`config.mk`:
```
export PLATFORM = sky130hd
export DESIGN_NAME = infoframe_irq
export DESIGN_NICKNAME = d
export VERILOG_FILES = /design/src/rtl/evt_irq_pkg.sv /design/src/rtl/evt_status.sv /design/src/rtl/infoframe_irq.sv /design/src/rtl/irq_pin_pulse.sv
export SDC_FILE = /design/constraint.sdc
export NUM_CORES = 1
export LEC_CHECK = 0
export BUFFER_PORTS_ARGS = -buffer_cell sky130_fd_sc_hd__buf_4
export CORE_MARGIN = 2
export CORE_UTILIZATION = 54
export CTS_CLUSTER_SIZE = 24
export DETAILED_ROUTE_END_ITERATION = 7
export PLACE_DENSITY = 0.75
export SYNTH_ARGS = -nofsm -noshare
export SYNTH_HDL_FRONTEND = slang
export SYNTH_SLANG_ARGS = --single-unit
```
`constraint.sdc`:
```
create_clock -name mclk_in -period 3.1 [get_ports mclk_in]
set_clock_uncertainty 0.2 [all_clocks]
set_input_delay 0.31 -clock mclk_in [delete_from_list [all_inputs] [get_ports mclk_in]]
set_output_delay 0.31 -clock mclk_in [all_outputs]
set_load 0.005 [all_outputs]
```
`src/rtl/evt_irq_pkg.sv`:
```
// constants and types shared by the infoframe interrupt event logic
`default_nettype none
package evt_irq_pkg;
    localparam logic [7:0] ADDR_PIN_A_CFG = 8'h40;
    localparam logic [7:0] ADDR_PIN_B_CFG = 8'h41;
    localparam logic [7:0] ADDR_PRES_RAW = 8'h60;
    localparam logic [7:0] ADDR_PRES_ST = 8'h61;
    localparam logic [7:0] ADDR_PRES_CLR = 8'h62;
    localparam logic [7:0] ADDR_PRES_MASK_B = 8'h63;
    localparam logic [7:0] ADDR_PRES_MASK_A = 8'h64;
    localparam logic [7:0] ADDR_CHG_RAW = 8'h79;
    localparam logic [7:0] ADDR_CHG_ST = 8'h7a;
    localparam logic [7:0] ADDR_CHG_CLR = 8'h7b;
    localparam logic [7:0] ADDR_CHG_MASK_B = 8'h7c;
    localparam logic [7:0] ADDR_CHG_MASK_A = 8'h7d;
    localparam int FLAG_BIT = 0;
    localparam int LEN_HI = 7;
    localparam int LEN_LO = 6;
    localparam logic [7:0] RDATA_IDLE = 8'h00;
    typedef enum logic [1:0] {
        LEN_4 = 2'h0,
        LEN_16 = 2'h1,
        LEN_64 = 2'h2,
        LEN_HOLD = 2'h3
    } irq_len_t;
    localparam irq_len_t LEN_RESET = LEN_4;
    // pin lengths are given in crystal periods; mclk is the crystal
    localparam int CLK_PER_XTAL = 1;
    localparam int LEN_4_XTAL = 4;
    localparam int LEN_16_XTAL = 16;
    localparam int LEN_64_XTAL = 64;
    localparam int LEN_4_CYC = LEN_4_XTAL * CLK_PER_XTAL;
    localparam int LEN_16_CYC = LEN_16_XTAL * CLK_PER_XTAL;
    localparam int LEN_64_CYC = LEN_64_XTAL * CLK_PER_XTAL;
    localparam int LEN_CNT_W = 6;
    // vsyncs tolerated without an infoframe before presence drops
    localparam logic [2:0] VSYNC_LIMIT = 3'h7;
    localparam logic [2:0] VSYNC_CNT_ZERO = 3'h0;
    localparam logic [2:0] VSYNC_CNT_STEP = 3'h1;
    typedef enum logic [2:0] {
        PIN_IDLE = 3'b001,
        PIN_ACTIVE = 3'b010,
        PIN_DONE = 3'b100
    } pin_state_t;
endpackage
`default_nettype wire

```
`src/rtl/evt_status.sv`:
```
// latched status bit of one event with its two pin requests
`timescale 1ns/1ps
`default_nettype none
module evt_status (
    input wire logic mclk_in,     // crystal clock
    input wire logic rst_n_in,    // sync reset, active low
    input wire logic change_in,   // raw bit changed state
    input wire logic clr_in,      // clear pulse
    input wire logic mask_a_in,   // route to pin a
    input wire logic mask_b_in,   // route to pin b
    output logic status_out,      // latched status
    output logic req_a_out,       // status routed to pin a
    output logic req_b_out        // status routed to pin b
);
    logic status_r;
    logic status_nxt;

    always_comb begin
        // a change in the clear cycle still sets: no event is lost
        status_nxt = (status_r & ~clr_in) |
            (change_in & (mask_a_in | mask_b_in));
    end

    always_ff @(posedge mclk_in) begin
        if (!rst_n_in) begin
            status_r <= 1'b0;
        end else begin
            status_r <= status_nxt;
        end
    end

    assign status_out = status_r;
    assign req_a_out = status_r & mask_a_in;
    assign req_b_out = status_r & mask_b_in;
endmodule
`default_nettype wire

```
`src/rtl/infoframe_irq.sv`:
```
// raw, status, mask and clear bits of the two infoframe events
`timescale 1ns/1ps
`default_nettype none
module infoframe_irq (
    input wire logic mclk_in,            // crystal clock, 250 MHz
    input wire logic rst_n_in,           // sync reset, active low
    input wire logic [7:0] reg_addr_in,  // register address
    input wire logic [7:0] reg_wdata_in, // register write data
    input wire logic reg_wr_in,          // write strobe, one cycle
    input wire logic reg_rd_in,          // read strobe, one cycle
    input wire logic frame_rx_in,        // infoframe received pulse
    input wire logic frame_new_in,       // changed content pulse
    input wire logic pkt_reset_in,       // packet detection reset
    input wire logic pkt_type_wr_in,     // packet type reg written
    input wire logic vsync_in,           // vsync pin, asynchronous
    output logic [7:0] reg_rdata_out,    // read data, next cycle
    output logic irq_pin_a_out,          // first interrupt pin
    output logic irq_pin_b_out           // second interrupt pin
);
    logic vs_s1_r;
    logic vs_s2_r;
    logic vs_prev_r;
    logic vs_edge;

    logic pres_raw_r;
    logic pres_raw_nxt;
    logic [2:0] vs_cnt_r;
    logic [2:0] vs_cnt_nxt;
    logic chg_raw_r;
    logic chg_raw_nxt;

    logic pres_mask_a_r;
    logic pres_mask_a_nxt;
    logic pres_mask_b_r;
    logic pres_mask_b_nxt;
    logic chg_mask_a_r;
    logic chg_mask_a_nxt;
    logic chg_mask_b_r;
    logic chg_mask_b_nxt;
    logic [1:0] len_a_r;
    logic [1:0] len_a_nxt;
    logic [1:0] len_b_r;
    logic [1:0] len_b_nxt;
    logic [7:0] rdata_r;
    logic [7:0] rdata_nxt;

    logic pres_clr;
    logic chg_clr;
    logic pres_chg;
    logic chg_chg;
    logic pres_st;
    logic chg_st;
    logic pres_req_a;
    logic pres_req_b;
    logic chg_req_a;
    logic chg_req_b;
    logic agg_a;
    logic agg_b;
    logic wdata_flag;
    logic pres_quiet;

    // vsync pin is asynchronous: two flops before any logic reads it
    always_ff @(posedge mclk_in) begin
        if (!rst_n_in) begin
            vs_s1_r <= 1'b0;
            vs_s2_r <= 1'b0;
            vs_prev_r <= 1'b0;
        end else begin
            vs_s1_r <= vsync_in;
            vs_s2_r <= vs_s1_r;
            vs_prev_r <= vs_s2_r;
        end
    end

    assign vs_edge = vs_s2_r & ~vs_prev_r;

    // clear bits are strobes only; they never store and read back 0
    assign wdata_flag = reg_wdata_in[evt_irq_pkg::FLAG_BIT];
    assign pres_clr = reg_wr_in && wdata_flag &&
        reg_addr_in == evt_irq_pkg::ADDR_PRES_CLR;
    assign chg_clr = reg_wr_in && wdata_flag &&
        reg_addr_in == evt_irq_pkg::ADDR_CHG_CLR;

    // presence raw: level type, follows live reception of infoframes
    always_comb begin
        pres_raw_nxt = pres_raw_r;
        vs_cnt_nxt = vs_cnt_r;
        if (frame_rx_in) begin
            pres_raw_nxt = 1'b1;
            vs_cnt_nxt = evt_irq_pkg::VSYNC_CNT_ZERO;
        end else if (pkt_reset_in || pkt_type_wr_in || pres_clr) begin
            pres_raw_nxt = 1'b0;
            vs_cnt_nxt = evt_irq_pkg::VSYNC_CNT_ZERO;
        end else if (vs_edge && pres_raw_r) begin
            if (vs_cnt_r == evt_irq_pkg::VSYNC_LIMIT) begin
                pres_raw_nxt = 1'b0;
                vs_cnt_nxt = evt_irq_pkg::VSYNC_CNT_ZERO;
            end else begin
                vs_cnt_nxt = vs_cnt_r + evt_irq_pkg::VSYNC_CNT_STEP;
            end
        end
    end

    // changed raw: edge type, latched until its clear; set wins
    always_comb begin
        chg_raw_nxt = (chg_raw_r & ~chg_clr) | frame_new_in;
    end

    always_ff @(posedge mclk_in) begin
        if (!rst_n_in) begin
            pres_raw_r <= 1'b0;
            vs_cnt_r <= evt_irq_pkg::VSYNC_CNT_ZERO;
            chg_raw_r <= 1'b0;
        end else begin
            pres_raw_r <= pres_raw_nxt;
            vs_cnt_r <= vs_cnt_nxt;
            chg_raw_r <= chg_raw_nxt;
        end
    end

    // a drop caused by the clear itself must not re-arm the status, but
    // an event landing in the clear cycle is new and must set it
    assign pres_chg = pres_clr ? pres_raw_nxt :
        (pres_raw_nxt != pres_raw_r);
    assign chg_chg = chg_clr ? chg_raw_nxt :
        (chg_raw_nxt != chg_raw_r);

    evt_status u_pres_status (
        .mclk_in(mclk_in),
        .rst_n_in(rst_n_in),
        .change_in(pres_chg),
        .clr_in(pres_clr),
        .mask_a_in(pres_mask_a_r),
        .mask_b_in(pres_mask_b_r),
        .status_out(pres_st),
        .req_a_out(pres_req_a),
        .req_b_out(pres_req_b)
    );

    evt_status u_chg_status (
        .mclk_in(mclk_in),
        .rst_n_in(rst_n_in),
        .change_in(chg_chg),
        .clr_in(chg_clr),
        .mask_a_in(chg_mask_a_r),
        .mask_b_in(chg_mask_b_r),
        .status_out(chg_st),
        .req_a_out(chg_req_a),
        .req_b_out(chg_req_b)
    );

    assign agg_a = pres_req_a | chg_req_a;
    assign agg_b = pres_req_b | chg_req_b;

    irq_pin_pulse u_pin_a (
        .mclk_in(mclk_in),
        .rst_n_in(rst_n_in),
        .agg_in(agg_a),
        .len_sel_in(len_a_r),
        .pin_out(irq_pin_a_out)
    );

    irq_pin_pulse u_pin_b (
        .mclk_in(mclk_in),
        .rst_n_in(rst_n_in),
        .agg_in(agg_b),
        .len_sel_in(len_b_r),
        .pin_out(irq_pin_b_out)
    );

    // register writes; raw and status addresses ignore writes
    always_comb begin
        pres_mask_a_nxt = pres_mask_a_r;
        pres_mask_b_nxt = pres_mask_b_r;
        chg_mask_a_nxt = chg_mask_a_r;
        chg_mask_b_nxt = chg_mask_b_r;
        len_a_nxt = len_a_r;
        len_b_nxt = len_b_r;
        if (!reg_wr_in) begin
            len_a_nxt = len_a_r;
        end else if (reg_addr_in == evt_irq_pkg::ADDR_PRES_MASK_A) begin
            pres_mask_a_nxt = wdata_flag;
        end else if (reg_addr_in == evt_irq_pkg::ADDR_PRES_MASK_B) begin
            pres_mask_b_nxt = wdata_flag;
        end else if (reg_addr_in == evt_irq_pkg::ADDR_CHG_MASK_A) begin
            chg_mask_a_nxt = wdata_flag;
        end else if (reg_addr_in == evt_irq_pkg::ADDR_CHG_MASK_B) begin
            chg_mask_b_nxt = wdata_flag;
        end else if (reg_addr_in == evt_irq_pkg::ADDR_PIN_A_CFG) begin
            len_a_nxt = reg_wdata_in[evt_irq_pkg::LEN_HI:
                evt_irq_pkg::LEN_LO];
        end else if (reg_addr_in == evt_irq_pkg::ADDR_PIN_B_CFG) begin
            len_b_nxt = reg_wdata_in[evt_irq_pkg::LEN_HI:
                evt_irq_pkg::LEN_LO];
        end
    end

    // register reads; unmapped and write-only addresses read 0
    always_comb begin
        rdata_nxt = evt_irq_pkg::RDATA_IDLE;
        if (!reg_rd_in) begin
            rdata_nxt = evt_irq_pkg::RDATA_IDLE;
        end else if (reg_addr_in == evt_irq_pkg::ADDR_PRES_RAW) begin
            rdata_nxt[evt_irq_pkg::FLAG_BIT] = pres_raw_r;
        end else if (reg_addr_in == evt_irq_pkg::ADDR_PRES_ST) begin
            rdata_nxt[evt_irq_pkg::FLAG_BIT] = pres_st;
        end else if (reg_addr_in == evt_irq_pkg::ADDR_PRES_MASK_A) begin
            rdata_nxt[evt_irq_pkg::FLAG_BIT] = pres_mask_a_r;
        end else if (reg_addr_in == evt_irq_pkg::ADDR_PRES_MASK_B) begin
            rdata_nxt[evt_irq_pkg::FLAG_BIT] = pres_mask_b_r;
        end else if (reg_addr_in == evt_irq_pkg::ADDR_CHG_RAW) begin
            rdata_nxt[evt_irq_pkg::FLAG_BIT] = chg_raw_r;
        end else if (reg_addr_in == evt_irq_pkg::ADDR_CHG_ST) begin
            rdata_nxt[evt_irq_pkg::FLAG_BIT] = chg_st;
        end else if (reg_addr_in == evt_irq_pkg::ADDR_CHG_MASK_A) begin
            rdata_nxt[evt_irq_pkg::FLAG_BIT] = chg_mask_a_r;
        end else if (reg_addr_in == evt_irq_pkg::ADDR_CHG_MASK_B) begin
            rdata_nxt[evt_irq_pkg::FLAG_BIT] = chg_mask_b_r;
        end else if (reg_addr_in == evt_irq_pkg::ADDR_PIN_A_CFG) begin
            rdata_nxt[evt_irq_pkg::LEN_HI:evt_irq_pkg::LEN_LO] = len_a_r;
        end else if (reg_addr_in == evt_irq_pkg::ADDR_PIN_B_CFG) begin
            rdata_nxt[evt_irq_pkg::LEN_HI:evt_irq_pkg::LEN_LO] = len_b_r;
        end
    end

    always_ff @(posedge mclk_in) begin
        if (!rst_n_in) begin
            pres_mask_a_r <= 1'b0;
            pres_mask_b_r <= 1'b0;
            chg_mask_a_r <= 1'b0;
            chg_mask_b_r <= 1'b0;
            len_a_r <= evt_irq_pkg::LEN_RESET;
            len_b_r <= evt_irq_pkg::LEN_RESET;
            rdata_r <= evt_irq_pkg::RDATA_IDLE;
        end else begin
            pres_mask_a_r <= pres_mask_a_nxt;
            pres_mask_b_r <= pres_mask_b_nxt;
            chg_mask_a_r <= chg_mask_a_nxt;
            chg_mask_b_r <= chg_mask_b_nxt;
            len_a_r <= len_a_nxt;
            len_b_r <= len_b_nxt;
            rdata_r <= rdata_nxt;
        end
    end

    assign reg_rdata_out = rdata_r;

    // no infoframe, no drop cause and no clear: only the vsync count may move raw
    assign pres_quiet = !frame_rx_in && !pkt_reset_in &&
        !pkt_type_wr_in && !pres_clr;
endmodule
`default_nettype wire

```
`src/rtl/irq_pin_pulse.sv`:
```
// timed drive of one interrupt pin from its aggregate request
`timescale 1ns/1ps
`default_nettype none
module irq_pin_pulse (
    input wire logic mclk_in,          // crystal clock
    input wire logic rst_n_in,         // sync reset, active low
    input wire logic agg_in,           // any routed status set
    input wire logic [1:0] len_sel_in, // active length select
    output logic pin_out               // interrupt, active high
);
    evt_irq_pkg::pin_state_t state_r;
    evt_irq_pkg::pin_state_t state_nxt;
    logic [evt_irq_pkg::LEN_CNT_W-1:0] cnt_r;
    logic [evt_irq_pkg::LEN_CNT_W-1:0] cnt_nxt;
    logic [evt_irq_pkg::LEN_CNT_W-1:0] last;
    logic pin_r;
    logic pin_nxt;

    always_comb begin
        last = evt_irq_pkg::LEN_CNT_W'(evt_irq_pkg::LEN_4_CYC - 1);
        if (len_sel_in == evt_irq_pkg::LEN_16) begin
            last = evt_irq_pkg::LEN_CNT_W'(evt_irq_pkg::LEN_16_CYC - 1);
        end else if (len_sel_in == evt_irq_pkg::LEN_64) begin
            last = evt_irq_pkg::LEN_CNT_W'(evt_irq_pkg::LEN_64_CYC - 1);
        end
        state_nxt = state_r;
        cnt_nxt = cnt_r;
        case (state_r)
            evt_irq_pkg::PIN_IDLE: begin
                cnt_nxt = '0;
                if (agg_in) begin
                    state_nxt = evt_irq_pkg::PIN_ACTIVE;
                end
            end
            evt_irq_pkg::PIN_ACTIVE: begin
                cnt_nxt = cnt_r + 1'b1;
                if (len_sel_in == evt_irq_pkg::LEN_HOLD) begin
                    if (!agg_in) begin
                        state_nxt = evt_irq_pkg::PIN_IDLE;
                    end
                end else if (cnt_r >= last) begin
                    state_nxt = evt_irq_pkg::PIN_DONE;
                end
            end
            evt_irq_pkg::PIN_DONE: begin
                // rearm only once all routed status is cleared or masked
                if (!agg_in) begin
                    state_nxt = evt_irq_pkg::PIN_IDLE;
                end
            end
            default: begin
                state_nxt = evt_irq_pkg::PIN_IDLE;
            end
        endcase
        pin_nxt = (state_nxt == evt_irq_pkg::PIN_ACTIVE);
    end

    always_ff @(posedge mclk_in) begin
        if (!rst_n_in) begin
            state_r <= evt_irq_pkg::PIN_IDLE;
            cnt_r <= '0;
            pin_r <= 1'b0;
        end else begin
            state_r <= state_nxt;
            cnt_r <= cnt_nxt;
            pin_r <= pin_nxt;
        end
    end

    assign pin_out = pin_r;
endmodule
`default_nettype wire
```
# Word-level counts from Yosys, hierarchy flattened
# Index checks and enable logic that the tools add are counted.
# classes
reduce_logical	17
order_cmp	2
mul	0
shifts	0
div_mod_pow	0
n_addsub	3
eq_ne	29
bitwise	27
muxes	33
# ops
operator	n
8-bit by 7-bit == test with 1-bit output, second input constant	12
3-bit 2-to-1 mux	9
6-bit 2-to-1 mux	4
6-bit one-hot mux with 2 select lines	2
3-bit one-hot mux with 3 select lines	2
1-bit 2-to-1 mux	14
6-bit by 1-bit adder with 6-bit output, second input constant	2
3-bit by 2-bit == test with 1-bit output, second input constant	4
6-bit >= comparator	2
1-bit bitwise AND	10
1-bit NOT	10
10-bit OR reduction	1
3-bit == test, second input constant	3
2-bit == test, second input constant	4
1-bit bitwise OR	7
7-bit AND reduction	1
3-bit by 1-bit == test with 1-bit output, second input constant	2
6-bit AND reduction	1
5-bit AND reduction	1
2-bit by 1-bit == test with 1-bit output, second input constant	2
1-bit logical AND	4
2-bit 2-to-1 mux	2
2-bit AND reduction	2
4-bit AND reduction	1
6 further kinds	9
# word_totals
reg_bits	46
inputBits	25
latchBits	0
elab_cells	134
mem_count	0
romBits	0
ramBits	0

# Depth between registers and ports, before layout
# depth
depth_word	10
depth_mapped	8
depth_no_buf	8

# Hierarchy
# Synthesis repeated with hierarchy kept, for this count alone.
# unflattened
hier_cells	266
hier_area_um2	2368.5
# by_module_without_submodules
mod	cells_per_inst	area_per_inst_um2	seq_area_each_um2	n_inst
infoframe_irq	125	1073.5	380.4	1
irq_pin_pulse (u_pin_b)	66	606.8	200.2	1
irq_pin_pulse (u_pin_a)	63	578.1	200.2	1
evt_status	6	55.1	20.0	2

# Least setup slack after synthesis
# No wires, ideal clock.
# synth_timing
kind	register to register
startpoint	register len_a_r[0]
endpoint	register u_pin_a.pin_r (netlist: u_pin_a.pin_out)
n_path_buf	0
setup_time_ps	80
stages_incl_launch_ff	8
path_slack_ps	1148
arrival_ps	1672
path_cell_list	dfxtp_1 > inv_1 > ha_1 > a21o_1 > a2111oi_2 > nor4_1 > o31a_1 > nor3b_1
# synth_via
elab_chain_cells	8
elab_cells_between_ends	10
classes_between	order compare (1); eq/ne (4); mux (5)
# synth_rtl
element	line_no	source
from (decl)	infoframe_irq.sv:40	logic [1:0] len_a_r;
from (signal assigned)	infoframe_irq.sv:232	len_a_r <= evt_irq_pkg::LEN_RESET;
from (signal assigned)	infoframe_irq.sv:240	len_a_r <= len_a_nxt;
2-bit == test	irq_pin_pulse.sv:23	end else if (len_sel_in == evt_irq_pkg::LEN_64) begin
6-bit 2-to-1 mux	irq_pin_pulse.sv:23	
6-bit 2-to-1 mux	irq_pin_pulse.sv:21	if (len_sel_in == evt_irq_pkg::LEN_16) begin
6-bit >= comparator	irq_pin_pulse.sv:41	end else if (cnt_r >= last) begin
3-bit 2-to-1 mux	irq_pin_pulse.sv:41	
3-bit 2-to-1 mux *	irq_pin_pulse.sv:37	if (len_sel_in == evt_irq_pkg::LEN_HOLD) begin
3-bit one-hot mux with 3 select lines *	irq_pin_pulse.sv:28	case (state_r)
3-bit by 2-bit == test with 1-bit output *	irq_pin_pulse.sv:55	pin_nxt = (state_nxt == evt_irq_pkg::PIN_ACTIVE);
to (signal assigned)	irq_pin_pulse.sv:66	pin_r <= pin_nxt;
to (decl)	irq_pin_pulse.sv:16	logic pin_r;
# Every way passes the cells marked *; elsewhere a longest branch is shown, timed or not.
# A chain may end at the register's enable or synchronous reset.

# Final worst setup path
# Ends and elaborated chain as after synthesis.

==> metrics.txt <==
startpoint types register; wirelength, routed 4320 um; HPWL after DPL 3210 um; Ports 35; DP Worst Slack 0.984 ns; DRC 0; setup TNS 0 ns; switching part of the total 0.201; Global Route Usage Sum 0.205; RSZ-0062 raised after global routing no; P_sw 0.000221 W; initial antenna violation count 0; die area 4750 um^2; pwr/cell area 423 nW/um^2; Reg-to-Reg Start len_a_r[0]$_SDFFE_PN0P_; fin. max-slew vios 0; Mapped Cells 275; largest net degree at the start of global routing 25; Slowest cell on crit path dfxtp_1; max-cap violations 0; Final min period 2.15 ns; TritonRoute pass-1 iters 4; CTS tree yes; core area 4030 um^2; Leak 1.05 nW; Global Route met3 Usage 0.0438; WL per Instance 12.5 um; Critical Path Source len_a_r[0]$_SDFFE_PN0P_; reg2reg end u_pin_a.pin_out$_SDFF_PN0_; FF-to-FF setup slack 0.95 ns; max incr delay on CP 0.38 ns; Crit Path Max Fanout 4; CTS Root Cell clkbuf_8; first-pass GRT wire length 7310 um; clock edge transition at the registers on the reported setup and hold paths 0.08 ns; CP required 3.11 ns; Hold Startpoint vsync_in; Yosys cell types 56; Reg2Reg Depth 7; Main synth FF type dfxtp_1; Finish-stage setup viols 0; crit end category register; Max Root-Sink Buffers 2; combinational cell fraction of total power 0.052; IO Port Bufs 24; # rows 23; status finished clean; die height 68.9 um; Overall Power 0.00110 W; syn avg cell area 8.27 um^2; Seq/Total Area, Yosys 0.361; CTS Hold Bufs 0; cell internal pwr 0.000876 W; Seq pwr share 0.485; Syn. warnings 0; Clk pwr share 0.463; maximum vdd ir drop 0.296 mV; GR Util met1 0.260; Post-synth EDFFs 0; Placed Cells 339; vias in the first global route 1692; htree depth 2; hold path depth 2; Post-synth ARST share 0; placed cell area 2460 um^2; end of the worst hold path vs_s1_r$_SDFF_PN0_; Crit path arrival time 2.17 ns; remaining antenna violation count 0; Placer Congestion 0.803; Initial Util 0.565; worst relative slew slack 0.502; register bit total from synthesis 41; Final #Nets 333; fmax 464 MHz; Crit path max-delay family compound AO/OA/AOI/OAI gates; later-pin clock latency in the skew report 0.29 ns; Worst Tran Pin Value 0.747 ns; via/cell ratio 5.60; TritonCTS Sinks 41; post-CTS sizing 0; Post-Layout Cell Count 347; Final Cycle Share 0.695; 1st-iter DRT viols 80; layout cell share with drive strength beyond 1 0.145; PnR worst setup slack 0.946 ns; # Post-CTS Setup Buffers 0; grt peak-use layer met2; Setup CP Type reg2reg; CTS Buf Count 5; cell area after layout 2590 um^2; antenna fix cells 0; Hold Crit Class in2reg; Worst Path Buf+Inv 1; critical path cell sequence inv_1 > ha_1 > a21o_1 > a2111oi_2 > nor4_1 > o31a_1 > nor3b_1; Chip Width 68.9 um; area delta synth->final 14.0%; Post-Syn Area 2270 um^2; met2 GRT Util 0.340; number of vias after detailed routing 1943; GRT Residual Overflow 0; Final Hold Vio Count 0
==> placed cells by master, fill, tap and decap left out, drive strengths merged, types with 6 or more instances in the layout <==
master  synthesis  routed
a21oi          24      24
mux2i          11      11
buf             8      24
nand2b          6       6
ha             12      12
nand3          13      13
and2            8       8
nor2           29      29
o21ai          15      15
nand2          29      29
dfxtp          41      41
inv            11      11
==> Yosys cell counts, types with 6 or more instances <==
cell type | count | area share
dfxtp_1 | 41 | 0.36
nand2_1 | 29 | 0.048
nor2_1 | 28 | 0.046
a21oi_1 | 24 | 0.053
o21ai_0 | 14 | 0.031
nand3_1 | 13 | 0.029
ha_1 | 12 | 0.066
inv_1 | 11 | 0.018
mux2i_1 | 11 | 0.048
and2_1 | 8 | 0.022
clkbuf_1 | 6 | 0.0099
==> power groups by stage <==
stage	Combinational, W	Clock (W)	Sequential, W
after detailed placement	0.0000574	0	0.000544
after CTS	0.0000574	0.000521	0.000532
after floorplan	0.0000327	0	0.000544
after global routing	0.0000642	0.000538	0.000532
final	0.0000571	0.000508	0.000532
after global placement	0.0000564	0	0.000544
==> through the flow <==
stage	hold WS, ns	util
after floorplan	0.212	-
after global placement	0.214	0.610
after detailed placement	0.227	0.610
after CTS	0.00792	0.643
after global routing	0.0129	0.643
final	0.0166	0.643
==> flip-flops by register name, summed over array words and instances, names as in the netlist <==
register / count
vs_s2_r: 1
len_b_r: 2
u_pin_b.pin_out: 1
reg_rdata_out: 3
vs_s1_r: 1
u_pres_status.status_out: 1
chg_mask_a_r: 1
len_a_r: 2
u_pin_a.cnt_r: 6
u_pin_a.state_r: 3
u_pin_b.cnt_r: 6
pres_raw_r: 1
vs_cnt_r: 3
u_pin_b.state_r: 3
u_chg_status.status_out: 1
chg_mask_b_r: 1
pres_mask_a_r: 1
vs_prev_r: 1
pres_mask_b_r: 1
chg_raw_r: 1
u_pin_a.pin_out: 1
==> cells by family (layout without fill, tap and decap cells) <==
| family | after synthesis | in the layout | synth area share |
|---|---|---|---|
| fa+ha+maj | 12 | 12 | 0.0660 |
| compound gates | 61 | 61 | 0.167 |
| mux | 15 | 15 | 0.0682 |
| other cells | 1 | 5 | 0.00165 |
| simple gates | 120 | 120 | 0.286 |
| flops | 41 | 41 | 0.361 |
| buf+inv | 25 | 43 | 0.0506 |
==> worst max-delay path by stage <==
stage / slack [ns] / end / cells after the start
6_report: 0.95 / u_pin_a.pin_out$_SDFF_PN0_ / 7
5_1_grt: 0.78 / u_pin_a.pin_out$_SDFF_PN0_ / 7
4_1_cts: 0.95 / u_pin_b.state_r[1]$_SDFF_PN0_ / 7
3_5_place_dp: 0.98 / u_pin_b.state_r[1]$_SDFF_PN0_ / 7
3_3_place_gp: 1.0 / u_pin_a.pin_out$_SDFF_PN0_ / 7
2_1_floorplan: 1.15 / u_pin_a.pin_out$_SDFF_PN0_ / 7
==> cell type report <==
cell class	count	area [um^2]
clock inverter	3	65.1
clock buffer	5	68.8
tap	50	62.6
timing repair buffer	24	180
inverter	11	41.3
multi-input combinational	213	1350
sequential	41	821
fill	370	1440
==> layer usage <==
| metal | vias to the layer above | share of wire |
|---|---|---|
| li1 | 1001 | - |
| met1 | 887 | 0.47 |
| met2 | 49 | 0.46 |
| met3 | 6 | 0.050 |
| met4 | 0 | 0.017 |
| met5 | - | 0 |
(Power assumes the default switching activity.)
